### src/rtl/nvc_pkg.sv
// Purpose: Shared constants and types for the flash controller configuration block
// Assumes: One 250 MHz clock, synchronous active-high reset
// Notes: Register offsets are byte addresses on a 32-bit Avalon-MM slave
package nvc_pkg;

  // Register byte offsets
  localparam logic [7:0] NVC_OFS_CONTROL = 8'h04;
  localparam logic [7:0] NVC_OFS_GEOMETRY = 8'h08;
  localparam logic [7:0] NVC_OFS_IRQ_EN_CLR = 8'h0c;
  localparam logic [7:0] NVC_OFS_IRQ_EN_SET = 8'h10;
  localparam logic [7:0] NVC_OFS_IRQ_FLAGS = 8'h14;

  // Control word field positions
  localparam int NVC_CACHE_OFF_BIT = 18;
  localparam int NVC_MISS_LSB = 16;
  localparam int NVC_SLEEP_LSB = 8;
  localparam int NVC_EXPLICIT_BIT = 7;
  localparam int NVC_RWS_LSB = 1;

  // Geometry word field positions
  localparam int NVC_EEP_LSB = 20;
  localparam int NVC_PSZ_LSB = 16;
  localparam int NVC_MAIN_LSB = 0;

  // Interrupt enable and flag bit positions
  localparam int NVC_IRQ_ERR_BIT = 1;
  localparam int NVC_IRQ_RDY_BIT = 0;

  // Values after reset
  localparam logic [3:0] NVC_RWS_RESET = 4'h0;
  localparam logic [1:0] NVC_IRQ_EN_RESET = 2'h0;
  localparam logic [31:0] NVC_RDATA_RESET = 32'h0;

  // Cycles a bus access is held off before it completes
  localparam int NVC_BUS_WAIT_CYCLES = 1;

  typedef enum logic [1:0] {
    NVC_MISS_FAST = 2'h0,
    NVC_MISS_LOW_POWER = 2'h1,
    NVC_MISS_EQUAL_TIME = 2'h2,
    NVC_MISS_RESERVED = 2'h3
  } nvc_miss_t;

  typedef enum logic [1:0] {
    NVC_SLEEP_WAKE_FIRST = 2'h0,
    NVC_SLEEP_WAKE_EXIT = 2'h1,
    NVC_SLEEP_RESERVED = 2'h2,
    NVC_SLEEP_NO_CUT = 2'h3
  } nvc_sleep_t;

  typedef enum logic {
    NVC_FETCH_IDLE = 1'b0,
    NVC_FETCH_WAIT = 1'b1
  } nvc_fetch_state_t;

endpackage

### src/rtl/nvc_wait_if.sv
// Purpose: Carries a wait-state request between the sequencer and its timer
// Assumes: Same clock on both ends
// Notes: start is a one-cycle pulse, done is combinational
`timescale 1ns/10ps
interface nvc_wait_if;
  logic start;
  logic [4:0] cycles;
  logic busy;
  logic done;

  modport owner (
    output start,
    output cycles,
    input busy,
    input done
  );

  modport timer (
    input start,
    input cycles,
    output busy,
    output done
  );
endinterface

### src/rtl/nvc_wait_timer.sv
// Purpose: Counts wait states for one flash fetch
// Assumes: start only while not busy and with cycles above zero
// Notes: done rises exactly cycles minus one clocks after the start edge
`timescale 1ns/10ps
module nvc_wait_timer (
  // Clock and reset
  input wire logic clk,
  input wire logic reset,
  // Request from the sequencer
  nvc_wait_if.timer wt
);
  import nvc_pkg::*;

  logic [4:0] count_q;

  always_ff @(posedge clk) begin
    if (reset) begin
      count_q <= 5'h00;
    end else if (wt.start) begin
      count_q <= wt.cycles;
    end else if (count_q != 5'h00) begin
      count_q <= count_q - 5'h01;
    end
  end

  assign wt.busy = (count_q != 5'h00);
  assign wt.done = (count_q == 5'h01);
endmodule // nvc_wait_timer

### src/rtl/nvc_config_top.sv
// Purpose: Configuration, geometry and interrupt-enable registers of a flash controller
// Assumes: Avalon-MM master holds each request until waitrequest is low
// Notes: Fetch timing, sleep power cut and automatic page write are driven here
`timescale 1ns/10ps

// Contract
// - Control bit 18 set turns the cache off
// - Fast policy adds no wait on miss
// - Low-power policy adds one wait per miss
// - Equal-time policy: hits and misses take wait count
// - Code 0: cut on sleep, wake on fetch
// - Code 1: cut on sleep, wake on exit
// - Code 3: no cut; code 2 reserved
// - Auto write on last-word store when not explicit
// - Four-bit wait count, zero to fifteen
// - Wait count resets to zero
// - Unused control bits read zero
// - Geometry bits 31:20 give EEPROM page count
// - Geometry bits 18:16 give page size code
// - Geometry bits 15:0 main pages; bit 19 zero
// - Writing one to clear bit 1 drops error enable
// - Writing one to clear bit 0 drops ready enable
// - Clear and set views share enables, reset zero
// - Error flag sticky on any fault, one clears
// - Ready high when idle, low while busy
module nvc_config_top #(
  parameter int ADDR_W = 22,
  parameter logic [11:0] EEPROM_PAGES = 12'h000,
  parameter logic [2:0] PAGE_SIZE_CODE = 3'h0,
  parameter logic [15:0] MAIN_PAGES = 16'h0000
) (
  // Clock and reset
  input wire logic clk,
  input wire logic reset,
  // Avalon-MM register slave
  input wire logic [7:0] avs_address,
  input wire logic avs_read,
  input wire logic avs_write,
  input wire logic [31:0] avs_writedata,
  input wire logic [3:0] avs_byteenable,
  output logic [31:0] avs_readdata,
  output logic avs_waitrequest,
  // Instruction fetch path
  input wire logic fetch_req,
  input wire logic fetch_hit,
  output logic fetch_ack,
  // Cache control
  output logic cache_off,
  output logic cache_low_power,
  output logic [3:0] read_wait_count,
  // Sleep power reduction
  input wire logic sleep_enter,
  input wire logic sleep_exit,
  output logic flash_low_power,
  // Page buffer stores
  input wire logic buf_store,
  input wire logic buf_last_word,
  input wire logic [ADDR_W-1:0] buf_store_addr,
  output logic auto_write_start,
  output logic [ADDR_W-1:0] auto_write_addr,
  // Command engine status and faults
  input wire logic ctrl_busy,
  input wire logic flash_fault,
  input wire logic locked_region_fault,
  input wire logic bad_command_fault,
  output logic flash_ready,
  output logic error_event,
  // Interrupt enables for the interrupt logic outside
  output logic irq_err_enable,
  output logic irq_rdy_enable
);
  import nvc_pkg::*;

  // Configuration state
  logic cache_off_q;
  nvc_miss_t miss_policy_sel_q;
  nvc_sleep_t sleep_power_cut_sel_q;
  logic explicit_write_only_q;
  logic [3:0] read_wait_count_q;
  logic [1:0] irq_enable_q;
  logic error_q;
  logic ready_q;
  logic low_power_q;
  logic auto_start_q;
  logic [ADDR_W-1:0] auto_addr_q;

  // Bus slave state
  logic done_q;
  logic [31:0] readdata_q;
  logic req;
  logic wr_go;
  logic rd_take;
  logic [31:0] rd_value;
  logic [31:0] control_word;
  logic [31:0] geometry_word;

  // Fetch sequencer state
  nvc_fetch_state_t fetch_state_q;
  nvc_fetch_state_t fetch_state_d;
  logic is_miss;
  logic [4:0] wait_need;
  logic fetch_ack_c;

  nvc_wait_if wt ();

  nvc_wait_timer u_timer (
    .clk(clk),
    .reset(reset),
    .wt(wt)
  );

  // Bus handshake: one wait cycle, then the access completes
  // A write commits only in its completing cycle, so a held request writes once
  assign req = avs_read | avs_write;
  assign avs_waitrequest = req & ~done_q;
  assign wr_go = avs_write & done_q;
  assign rd_take = avs_read & ~done_q;

  always_ff @(posedge clk) begin
    if (reset) begin
      done_q <= 1'b0;
    end else begin
      done_q <= req & ~done_q;
    end
  end

  // Register views
  always_comb begin
    control_word = 32'h0;
    control_word[NVC_CACHE_OFF_BIT] = cache_off_q;
    control_word[NVC_MISS_LSB +: 2] = miss_policy_sel_q;
    control_word[NVC_SLEEP_LSB +: 2] = sleep_power_cut_sel_q;
    control_word[NVC_EXPLICIT_BIT] = explicit_write_only_q;
    control_word[NVC_RWS_LSB +: 4] = read_wait_count_q;
  end

  always_comb begin
    geometry_word = 32'h0;
    geometry_word[NVC_EEP_LSB +: 12] = EEPROM_PAGES;
    geometry_word[NVC_PSZ_LSB +: 3] = PAGE_SIZE_CODE;
    geometry_word[NVC_MAIN_LSB +: 16] = MAIN_PAGES;
  end

  always_comb begin
    rd_value = 32'h0;
    unique case (avs_address)
      NVC_OFS_CONTROL: rd_value = control_word;
      NVC_OFS_GEOMETRY: rd_value = geometry_word;
      NVC_OFS_IRQ_EN_CLR: rd_value = {30'h0, irq_enable_q};
      NVC_OFS_IRQ_EN_SET: rd_value = {30'h0, irq_enable_q};
      NVC_OFS_IRQ_FLAGS: rd_value = {30'h0, error_q, ready_q};
      default: rd_value = 32'h0;
    endcase
  end

  // Read data is captured in the held-off cycle and stands at completion
  always_ff @(posedge clk) begin
    if (reset) begin
      readdata_q <= NVC_RDATA_RESET;
    end else if (rd_take) begin
      readdata_q <= rd_value;
    end
  end

  assign avs_readdata = readdata_q;

  // Control word writes; geometry offset has no write path
  always_ff @(posedge clk) begin
    if (reset) begin
      cache_off_q <= 1'b0;
      miss_policy_sel_q <= NVC_MISS_FAST;
      sleep_power_cut_sel_q <= NVC_SLEEP_WAKE_FIRST;
      explicit_write_only_q <= 1'b0;
      read_wait_count_q <= NVC_RWS_RESET;
    end else if (wr_go && avs_address == NVC_OFS_CONTROL) begin
      if (avs_byteenable[2]) begin
        cache_off_q <= avs_writedata[NVC_CACHE_OFF_BIT];
        // Reserved policy code would leave fetch timing undefined
        if (avs_writedata[NVC_MISS_LSB +: 2] != NVC_MISS_RESERVED) begin
          miss_policy_sel_q <= nvc_miss_t'(avs_writedata[NVC_MISS_LSB +: 2]);
        end
      end
      if (avs_byteenable[1]) begin
        if (avs_writedata[NVC_SLEEP_LSB +: 2] != NVC_SLEEP_RESERVED) begin
          sleep_power_cut_sel_q <= nvc_sleep_t'(avs_writedata[NVC_SLEEP_LSB +: 2]);
        end
      end
      if (avs_byteenable[0]) begin
        explicit_write_only_q <= avs_writedata[NVC_EXPLICIT_BIT];
        read_wait_count_q <= avs_writedata[NVC_RWS_LSB +: 4];
      end
    end
  end

  // Interrupt enables: one state behind the clear and set views
  // Only lane zero carries enable bits; the upper lanes are ignored
  always_ff @(posedge clk) begin
    if (reset) begin
      irq_enable_q <= NVC_IRQ_EN_RESET;
    end else if (wr_go && avs_byteenable[0]) begin
      if (avs_address == NVC_OFS_IRQ_EN_CLR) begin
        irq_enable_q[NVC_IRQ_ERR_BIT] <= irq_enable_q[NVC_IRQ_ERR_BIT]
          & ~avs_writedata[NVC_IRQ_ERR_BIT];
        irq_enable_q[NVC_IRQ_RDY_BIT] <= irq_enable_q[NVC_IRQ_RDY_BIT]
          & ~avs_writedata[NVC_IRQ_RDY_BIT];
      end else if (avs_address == NVC_OFS_IRQ_EN_SET) begin
        irq_enable_q <= irq_enable_q | avs_writedata[1:0];
      end
    end
  end

  assign irq_err_enable = irq_enable_q[NVC_IRQ_ERR_BIT];
  assign irq_rdy_enable = irq_enable_q[NVC_IRQ_RDY_BIT];

  // Error flag: a fault in the clearing cycle still sets it
  always_ff @(posedge clk) begin
    if (reset) begin
      error_q <= 1'b0;
    end else if (flash_fault | locked_region_fault | bad_command_fault) begin
      error_q <= 1'b1;
    end else if (wr_go && avs_address == NVC_OFS_IRQ_FLAGS && avs_byteenable[0]
        && avs_writedata[NVC_IRQ_ERR_BIT]) begin
      error_q <= 1'b0;
    end
  end

  assign error_event = error_q;

  // Ready follows the command engine one cycle late
  always_ff @(posedge clk) begin
    if (reset) begin
      ready_q <= 1'b0;
    end else begin
      ready_q <= ~ctrl_busy;
    end
  end

  assign flash_ready = ready_q;

  // Sleep power cut
  // Entering sleep wins over a same-cycle exit or fetch, so no cut is lost
  always_ff @(posedge clk) begin
    if (reset) begin
      low_power_q <= 1'b0;
    end else if (sleep_enter && sleep_power_cut_sel_q != NVC_SLEEP_NO_CUT) begin
      low_power_q <= 1'b1;
    end else if (sleep_exit && sleep_power_cut_sel_q == NVC_SLEEP_WAKE_EXIT) begin
      low_power_q <= 1'b0;
    end else if (fetch_req && sleep_power_cut_sel_q == NVC_SLEEP_WAKE_FIRST) begin
      low_power_q <= 1'b0;
    end
  end

  assign flash_low_power = low_power_q;

  // Automatic page write; the latest store address is kept for the command
  always_ff @(posedge clk) begin
    if (reset) begin
      auto_start_q <= 1'b0;
    end else begin
      auto_start_q <= buf_store & buf_last_word & ~explicit_write_only_q;
    end
  end

  // A store short of the last word moves the address only
  always_ff @(posedge clk) begin
    if (reset) begin
      auto_addr_q <= '0;
    end else if (buf_store) begin
      auto_addr_q <= buf_store_addr;
    end
  end

  assign auto_write_start = auto_start_q;
  assign auto_write_addr = auto_addr_q;

  // Cache controls
  assign cache_off = cache_off_q;
  assign cache_low_power = ~cache_off_q && miss_policy_sel_q == NVC_MISS_LOW_POWER;
  assign read_wait_count = read_wait_count_q;

  // Wait states for the fetch now requested
  // Policy code 3 is never stored, so the default arm only guards an illegal code
  assign is_miss = ~fetch_hit | cache_off_q;

  always_comb begin
    wait_need = 5'h00;
    unique case (miss_policy_sel_q)
      NVC_MISS_FAST: begin
        wait_need = is_miss ? {1'b0, read_wait_count_q} : 5'h00;
      end
      NVC_MISS_LOW_POWER: begin
        wait_need = is_miss ? {1'b0, read_wait_count_q} + 5'h01 : 5'h00;
      end
      NVC_MISS_EQUAL_TIME: begin
        wait_need = {1'b0, read_wait_count_q};
      end
      default: begin
        wait_need = is_miss ? {1'b0, read_wait_count_q} : 5'h00;
      end
    endcase
  end

  // Fetch sequencer
  always_comb begin
    fetch_state_d = fetch_state_q;
    fetch_ack_c = 1'b0;
    wt.start = 1'b0;
    wt.cycles = wait_need;
    unique case (fetch_state_q)
      NVC_FETCH_IDLE: begin
        // Timer is idle here; the guard keeps a stray start from reloading it
        if (fetch_req && !wt.busy) begin
          if (wait_need == 5'h00) begin
            fetch_ack_c = 1'b1;
          end else begin
            wt.start = 1'b1;
            fetch_state_d = NVC_FETCH_WAIT;
          end
        end
      end
      NVC_FETCH_WAIT: begin
        // The acknowledge ends the wait even if the request has since dropped
        if (wt.done) begin
          fetch_ack_c = 1'b1;
          fetch_state_d = NVC_FETCH_IDLE;
        end
      end
    endcase
  end

  always_ff @(posedge clk) begin
    if (reset) begin
      fetch_state_q <= NVC_FETCH_IDLE;
    end else begin
      fetch_state_q <= fetch_state_d;
    end
  end

  assign fetch_ack = fetch_ack_c;
endmodule // nvc_config_top

### config.mk
export PLATFORM = sky130hd
export DESIGN_NAME = nvc_config_top
export DESIGN_NICKNAME = d
export VERILOG_FILES = /design/src/rtl/nvc_pkg.sv /design/src/rtl/nvc_wait_if.sv /design/src/rtl/nvc_wait_timer.sv /design/src/rtl/nvc_config_top.sv
export SDC_FILE = /design/constraint.sdc
export NUM_CORES = 1
export LEC_CHECK = 0
export BUFFER_PORTS_ARGS = -buffer_cell sky130_fd_sc_hd__buf_2
export CORE_MARGIN = 5
export CORE_UTILIZATION = 44
export DETAILED_ROUTE_END_ITERATION = 6
export GPL_TIMING_DRIVEN = 0
export PLACE_DENSITY = 0.76
export SLEW_MARGIN = 10
export SYNTH_ARGS = -nofsm -noshare
export SYNTH_HDL_FRONTEND = slang
export SYNTH_SLANG_ARGS = --single-unit
export TNS_END_PERCENT = 100
### constraint.sdc
create_clock -name clk -period 3.05 [get_ports clk]
set_clock_uncertainty 0.1 [all_clocks]
set_input_delay 0.61 -clock clk [delete_from_list [all_inputs] [get_ports clk]]
set_output_delay 0.61 -clock clk [all_outputs]
set_load 0.05 [all_outputs]
==> results of run 1 <==
[sequential cells by signal, indices dropped and copies added, names as in the netlist, 2 cells and up, named ones only]
signal / count
auto_write_addr: 22
avs_readdata: 11
u_timer.count_q: 5
read_wait_count: 4
miss_policy_sel_q: 2
sleep_power_cut_sel_q: 2
[logic make-up (layout without fill, tap and decap cells)]
| family | after synthesis | in the layout | share of synthesized area |
|---|---|---|---|
| and+or+nand+nor | 114 | 114 | 0.222 |
| DFF | 56 | 56 | 0.420 |
| AOI/OAI and AO/OA | 45 | 45 | 0.115 |
| buffers and inverters | 44 | 155 | 0.0942 |
| muxes | 31 | 31 | 0.117 |
| adders and majority gates | 5 | 5 | 0.0234 |
| xor gates and xnor gates | 2 | 2 | 0.00656 |
| other | 1 | 21 | 0.00141 |
[worst reg2reg max path, stage by stage (launching register included)]
cell	delay, ns
dfxtp_2	0.37
inv_1	0.07
ha_4	0.26
or2_2	0.32
a32oi_2	0.23
o2111ai_2	0.17
buf_4	0.18
o21ai_0	0.22
a21oi_1	0.09
[cells in the mapped netlist, drive strengths merged (2+ instances only)]
master   number  area, um2
and2          3       18.8
o2111ai       2       17.5
nor2         52        195
dfxtp        56       1120
a22oi        10       75.1
and3          3       18.8
o21ai         7       35.0
nor4          3       48.8
clkbuf       11       41.3
buf          24        176
and4b         3       30.0
or3           2       15.0
nand2         9       33.8
a32oi         4       35.0
nor2b         6       37.5
inv           9       33.8
nand3        10       50.1
nand2b        5       31.3
ha            5       62.6
or2           3       18.8
a211oi        3       22.5
o22ai         2       12.5
nor3          9       45.0
mux2i        30        300
or4           2       18.8
a21oi         9       45.0
[metrics by stage]
step	TNS [ns]	power, uW	instance area (um2)	setup slack (ns)
3_5_place_dp	0	1350	3350	0.232
4_1_cts	0	1810	3470	0.00989
2_1_floorplan	0	1230	2740	0.280
3_3_place_gp	0	1330	3350	0.243
6_report	0	1810	3520	0.115
5_1_grt	-0.0203	1910	3520	-0.0203
[report_power, final]
group / total [uW] / internal [uW] / switching (uW) / leakage [uW]
Combinational: 535 / 191 / 344 / 0.00124
Clock: 468 / 236 / 232 / 0.0000501
Sequential: 807 / 774 / 33.0 / 0.000458
[path summary, 6_finish.rpt]
check / start / slack, ns / depth (start not counted) / endpoint
max: miss_policy_sel_q[0] / 0.12 / 8 / fetch_ack
min: ctrl_busy / 0.34 / 2 / flash_ready
max reg2reg: miss_policy_sel_q[0] / 0.90 / 8 / fetch_state_q
min reg2reg: avs_readdata[0] / 0.36 / 2 / avs_readdata[0]
[metal layers]
layer / up-vias / GRT usage
met5: - / 0
li1: 1263 / -
met3: 7 / 0.0668
met4: 0 / 0.0502
met2: 86 / 0.306
met1: 1143 / 0.216
[final cells by class]
cell class,instances,area [um2]
Buffer,35,218
Clock buffer,5,68.8
Clock inverter,1,30.0
Fill cell,550,2400
Inverter,9,33.8
Multi-Input combinational cell,218,1410
Sequential cell,56,1120
Tap cell,75,93.8
Timing Repair Buffer,105,539
[timing repair]
action | CTS | global route
setup endpoints to repair | 1 | 1
setup buffers | 2 | 1
pin swaps | 1 | 2
gates resized for setup | 4 | 5
==> impl_metrics.ini, run 1 <==
[routing]
drt-initial-drc-count = 129
ant_nets = 0
met2WireLength_um = 3220
via_per_inst = 4.96
via_count = 2499
dr.max_layer_used = met4
routed_wirelength_um = 6930
met3RoutedLength_um = 713
drt-met1-wl_um = 2930
post_drt_wl_per_cell_um = 13.8
drc = 0
dr.pass1.iters = 4

[synthesis]
ys.flop_type = dfxtp_1
syn_inst = 298
synthArstFlopShare = 0
netlist_area_um2 = 2670
post_synth.cell_area_avg_um2 = 8.96
synth-edff-count = 0
yosys_warnings = 0
ys_ff_latch = 56
ys_seq_area_frac = 0.420
ys_types = 47

[min_path]
hold_class = in2reg

[critical_path]
max_stage_delay_ns = 0.37
cpMaxStageDelayCell = dfxtp_2
critPathLaunchType = flop
cp_max_fo = 6
crit_chain = inv_1, ha_4, or2_2, a32oi_2, o2111ai_2, nor2_2, a32o_1, buf_6
crit_family = compound AO/OA/AOI/OAI gates
required_ns = 2.34
crit_arrival_ns = 2.22
crit_buf_inv = 2
setup.worst_path.end_class = output port
worstSetupPathType = reg2out

[die]
core_area_um2 = 5920
io_pins = 148
fp.dieH_um = 87.9
dieArea_um2 = 7720
fp-row-count = 28
die_x_um = 87.9
start_util = 0.451

[global_route]
grt_max_degree = 16
grt_pass1_wl_um = 11100
grt_overflow_total = 0
grt_pass1_vias = 2432
grt_usage = 0.181
antenna_found_initial = 0

[cells_and_area]
drive_above_1_share = 0.345
area_growth_pct = 31.7
final_nets = 515
mostFrequentLayoutCells = buf_2, dfxtp_1, nor2_1, mux2i_1, buf_4
antennaDiodeCount = 0
fin_cells = 504
mostFrequentLayoutCell = buf_2
final_core_util = 0.594

[timing]
setup_viol = 0
slew_headroom = 0.542
tightest_slew_ns = 0.687
slew_viol_final = 0
hold_viol = 0
fmax_mhz = 341
period_needed_ns = 2.93
min_period_over_period = 0.962
whs_ns = 0.339

[clock_network]
cts_root_buffer = clkbuf_8
cts_sinks = 56
clk_latency_ns = 0.31
cts_tree = built
cts.reportedPaths.clkPinSlew_ns = 0.10
numCtsBuffers = 5
htree_levels = 2
clockBufferDepth = 2
ctsHoldBuffers = 0

[placement]
finalWeightedCongestion = 0.864
io_buffers = 102
dp_hpwl_um = 5350
place_inst = 495

[pwr]
p_per_area_nw_per_um2 = 515
leakage_uw = 0.00175
vdd_ir_drop_max_mv = 0.344

[run]
cap_violations = 0

[run_status]
outcome = finished, final reports clean
Note: power is estimated with default switching activity, not from simulation.
==> run 2, diff against run 1 <==
--- a/config.mk
+++ b/config.mk
@@ -7,10 +7,10 @@
 export LEC_CHECK = 0
 export BUFFER_PORTS_ARGS = -buffer_cell sky130_fd_sc_hd__buf_2
 export CORE_MARGIN = 5
-export CORE_UTILIZATION = 44
+export CORE_UTILIZATION = 48
 export DETAILED_ROUTE_END_ITERATION = 6
 export GPL_TIMING_DRIVEN = 0
-export PLACE_DENSITY = 0.76
+export PLACE_DENSITY = 0.83
 export SLEW_MARGIN = 10
 export SYNTH_ARGS = -nofsm -noshare
 export SYNTH_HDL_FRONTEND = slang
==> constraint.sdc (replaced) <==
create_clock -name clk -period 3.4 [get_ports clk]
set_clock_uncertainty 0.1 [all_clocks]
set_input_delay 0.68 -clock clk [delete_from_list [all_inputs] [get_ports clk]]
set_output_delay 0.68 -clock clk [all_outputs]
set_load 0.05 [all_outputs]
==> run 2 against run 1 <==
Compared with the run above:
- die area shrank 7.4%
- sequential share of layout area grew 0.29 points
- setup slack gained 0.0027 ns
- first-iteration DRC count grew 9.3%
- final area shrank 1.0%
- total power shrank 7.9%
- clock power is essentially flat
- combinational power shrank 12%
- register-to-register slack gained 0.29 ns
- largest cell class unchanged
- largest power group unchanged
- highest routed layer unchanged
==> impl_metrics.ini, run 2 (synthesized netlist as in run 1, its figures left out) <==
[run_status]
outcome = finished, final reports clean

[cells_and_area]
area_growth_pct = 30.4
seq_area_um2 = 1120
largest_register_ff_count = 22
fill_cells = 483
final_nets = 513
antennaDiodeCount = 0
drive_above_1_share = 0.329
multi_input_area_um2 = 1370
fin_cells = 501
design_area_um2 = 3480
mostFrequentLayoutCell = buf_2
mostFrequentLayoutCells = buf_2, dfxtp_1, nor2_1, mux2i_1, buf_4

[clock_network]
cts_sinks = 56
cts_root_buffer = clkbuf_8
ctsHoldBuffers = 0
numCtsBuffers = 5
clockBufferDepth = 2
htree_levels = 2
cts_tree = built
clk_latency_ns = 0.31
cts.reportedPaths.clkPinSlew_ns = 0.09

[critical_path]
worstSetupPathType = reg2out
crit_arrival_ns = 2.50
cp_max_fo = 6
cpMaxStageDelayCell = dfxtp_1
critPathLaunchType = flop
required_ns = 2.62
crit_buf_inv = 2
max_stage_delay_ns = 0.39
setup.worst_path.end_class = output port
crit_family = compound AO/OA/AOI/OAI gates
crit_chain = inv_1, ha_1, or2_2, a32oi_1, o2111ai_1, nor2_1, a32o_1, clkbuf_4

[pwr]
p_switching_uw = 546
intPower_uw = 1120
vdd_ir_drop_max_mv = 0.247
sequentialPowerShare = 0.435
leakage_uw = 0.00174
clock_power_share = 0.282
pwr-share-comb = 0.283
sw_frac_of_total = 0.328
p_per_area_nw_per_um2 = 479

[placement]
dp_hpwl_um = 5400
placed_area_um2 = 3340
pre_cts_ws_ns = 0.531
place_inst = 492
finalWeightedCongestion = 0.853
io_buffers = 102

[timing]
fmax_mhz = 305
slew_viol_final = 0
setup_viol = 0
period_needed_ns = 3.28
setup_ws_ns = 0.118
fin_setup_tns_ns = 0
tightest_slew_ns = 0.703
min_period_over_period = 0.965
hold_viol = 0
slew_headroom = 0.531

[routing]
via_count = 2528
routed_wirelength_um = 6850
via_per_inst = 5.05
ant_nets = 0
post_drt_wl_per_cell_um = 13.7
drt-initial-drc-count = 141
dr.pass1.iters = 5
drc = 0

[global_route]
grt_max_degree = 17
grt_usage = 0.189
grt_overflow_total = 0
grt_pass1_vias = 2463
grt_pass1_wl_um = 11200
antenna_found_initial = 0

[die]
core_area_um2 = 5440
dieArea_um2 = 7150
die_x_um = 84.6
start_util = 0.491
fp-row-count = 27
io_pins = 148
fp.dieH_um = 84.6

[min_path]
hold_class = reg2reg

[run]
cap_violations = 0
[run 2: path summary, 6_finish.rpt]
kind                                           end  slack [ns]  cells past startpoint            startpoint
worst max-delay path                     fetch_ack        0.12                      8  miss_policy_sel_q[0]
worst min-delay path               avs_readdata[1]        0.36                      2       avs_readdata[1]
worst max register to register  u_timer.count_q[1]        1.19                      8  miss_policy_sel_q[0]
worst min register to register     avs_readdata[1]        0.36                      2       avs_readdata[1]
[run 2: area by class of cell]
type | instances | share of cell area
plain buffers | 35 | 0.0625
inverters | 9 | 0.00971
multi-input cells | 218 | 0.394
well taps | 72 | 0.0259
clock buffers | 7 | 0.0277
flip-flops and latches | 56 | 0.322
repair buffers | 103 | 0.150
clock inverters | 1 | 0.00863
[run 2: power by group through the flow]
stage / clock network (uW) / logic, uW / registers, uW
6_report: 470 / 473 / 725
3_5_place_dp: 0 / 468 / 739
3_3_place_gp: 0 / 457 / 738
5_1_grt: 511 / 519 / 733
2_1_floorplan: 0 / 303 / 798
4_1_cts: 480 / 469 / 725
[run 2: metrics by stage]
step | utilization | hold WS [ns] | power (uW)
global route | 0.640 | 0.397 | 1760
finish | 0.640 | 0.362 | 1670
CTS | 0.638 | 0.366 | 1670
global placement | 0.615 | 0.339 | 1190
detailed placement | 0.615 | 0.352 | 1210
floorplan | - | 0.321 | 1100
[run 2: layer usage]
layer / share of wire / routed length (um) / vias up / global-route usage
met5: 0 / 0 / - / 0
met4: 0.013 / 89 / 0 / 0.0576
met3: 0.089 / 606 / 11 / 0.0697
met2: 0.48 / 3310 / 94 / 0.317
met1: 0.41 / 2840 / 1169 / 0.225
li1: - / - / 1254 / -
[run 2: repair_timing]
| item | CTS | global route |
|---|---|---|
| setup endpoints to repair | 0 | 1 |
| gates resized for setup | 0 | 1 |
| setup buffers | 0 | 1 |
[run 2: worst register-to-register path: stages, from the launching register on]
cell	delay [ns]
dfxtp_1	0.39
inv_1	0.06
ha_1	0.35
or2_2	0.32
a32oi_1	0.25
o2111ai_1	0.22
nor2_1	0.22
buf_4	0.14
a211oi_1	0.05
==> run 3, diff against run 2 <==
--- a/config.mk
+++ b/config.mk
@@ -10,7 +10,7 @@
 export CORE_UTILIZATION = 48
 export DETAILED_ROUTE_END_ITERATION = 6
 export GPL_TIMING_DRIVEN = 0
-export PLACE_DENSITY = 0.83
+export PLACE_DENSITY = 0.86
 export SLEW_MARGIN = 10
 export SYNTH_ARGS = -nofsm -noshare
 export SYNTH_HDL_FRONTEND = slang
==> run 3 against run 2 <==
Compared with the run above:
- critical path depth did not move
- sequential power barely moved
- clock power rose by 0.9%
- die area did not move
- highest routed layer unchanged
- final area fell by 0.18%
- maximum frequency rose by 1.2%
- sequential cell count did not move
- worst hold slack barely moved
- utilization fell by 0.12 points
- sequential share of layout area rose by 0.094 points
- routed wire length rose by 3.7%
- largest cell class unchanged
- setup slack improved by 0.040 ns
==> impl_metrics.ini, run 3 (synthesized netlist as in run 1, its figures left out) <==
[run_status]
outcome = finished, final reports clean

[cells_and_area]
largest_register_ff_count = 22
antennaDiodeCount = 0
area_growth_pct = 30.2
mostFrequentLayoutCell = buf_2
mostFrequentLayoutCells = buf_2, dfxtp_1, nor2_1, mux2i_1, buf_4
final_nets = 512
drive_above_1_share = 0.329

[clock_network]
clk_latency_ns = 0.31
htree_levels = 2
numCtsBuffers = 5
cts_sinks = 56
clockBufferDepth = 2
cts_tree = built
cts_root_buffer = clkbuf_8
cts.reportedPaths.clkPinSlew_ns = 0.10

[run]
cap_violations = 0

[die]
die_x_um = 84.6
core_area_um2 = 5440
fp-row-count = 27
fp.dieH_um = 84.6
dieArea_um2 = 7150
io_pins = 148
start_util = 0.491

[timing]
slew_viol_final = 0
setup_viol = 0
fmax_mhz = 308
tightest_slew_ns = 0.689
grt_setup_unrepaired = no
period_needed_ns = 3.24
min_period_over_period = 0.954
whs_ns = 0.362
setup_ws_ns = 0.158
hold_viol = 0
fin_setup_tns_ns = 0
slew_headroom = 0.540

[critical_path]
reg2reg_from = miss_policy_sel_q[0]
required_ns = 2.62
crit_chain = inv_1, ha_1, or2_2, a32oi_1, o2111ai_1, nor2_1, a32o_1, buf_4
crit_arrival_ns = 2.46
cp_max_fo = 6
setup.worst_path.end_class = output port
cp-startpoint = miss_policy_sel_q[0]
critPathLaunchType = flop
max_stage_delay_ns = 0.37
cpMaxStageDelayCell = dfxtp_2
crit_family = compound AO/OA/AOI/OAI gates
worstSetupPathType = reg2out
crit_buf_inv = 2

[min_path]
hold_class = reg2reg
hold_start = avs_readdata[0]

[routing]
routed_wirelength_um = 7100
drt-initial-drc-count = 146
post_drt_wl_per_cell_um = 14.2
drc = 0
dr.pass1.iters = 4
via_count = 2547
ant_nets = 0
via_per_inst = 5.09

[pwr]
vdd_ir_drop_max_mv = 0.318
p_per_area_nw_per_um2 = 482
leakage_uw = 0.00174

[placement]
dp_hpwl_um = 5590
pre_cts_ws_ns = 0.483
finalWeightedCongestion = 0.885
io_buffers = 102

[global_route]
grt_overflow_total = 0
grt_usage = 0.200
antenna_found_initial = 0
grt_max_degree = 17
grt_pass1_vias = 2540
grt_pass1_wl_um = 11800
-- run 3: cell types whose count changed in the layout (fill, tap and decap cells not counted) --
cell	change
dfxtp_1	-1
dfxtp_2	+1
clkbuf_4	-1
-- run 3: final cells by class --
cell class,count,area (um2)
Buffer,35,218
Clock buffer,7,96.3
Clock inverter,1,30.0
Fill cell,478,1960
Inverter,9,33.8
Multi-Input combinational cell,218,1370
Sequential cell,56,1120
Tap cell,72,90.1
Timing Repair Buffer,102,513
-- run 3: where the power goes --
part	internal, uW	total (uW)	switching [uW]
clock	260	474	214
combinational	167	476	308
sequential	695	727	32.1
-- run 3: layer usage --
metal | wire (um) | global-route usage | vias to the layer above
met2 | 3490 | 0.354 | 123
met4 | 130 | 0.0532 | 0
met1 | 2740 | 0.227 | 1145
met5 | 0 | 0 | -
met3 | 740 | 0.0697 | 15
li1 | - | - | 1264
-- run 3: timing repair --
action                                  4_1_cts  5_1_grt
gates resized for setup                       0        3
buffers inserted                              0        0
hold buffers                                  0        0
endpoints found under the setup margin        0        1
-- run 3: per-stage QoR --
step / power, uW / std cells / utilization / cell area, um2
finish: 1680 / 500 / 0.639 / 3470
floorplan: 1100 / 318 / - / 2740
detailed placement: 1210 / 492 / 0.615 / 3340
global placement: 1190 / 492 / 0.615 / 3340
CTS: 1680 / 500 / 0.638 / 3470
global route: 1770 / 500 / 0.639 / 3470
-- run 3: path summary, 6_finish.rpt --
check / to / slack (ns) / cells past startpoint
worst min-delay path: avs_readdata[0] / 0.36 / 2
worst min register to register: avs_readdata[0] / 0.36 / 2
worst max register to register: u_timer.count_q[1] / 1.22 / 7
worst max-delay path: fetch_ack / 0.16 / 8
-- run 3: worst register-to-register path: stages (launching register included) --
cell,delay [ns]
dfxtp_2,0.37
inv_1,0.05
ha_1,0.37
or2_2,0.34
a32oi_1,0.25
o2111ai_1,0.21
o21a_1,0.22
a211oi_1,0.19
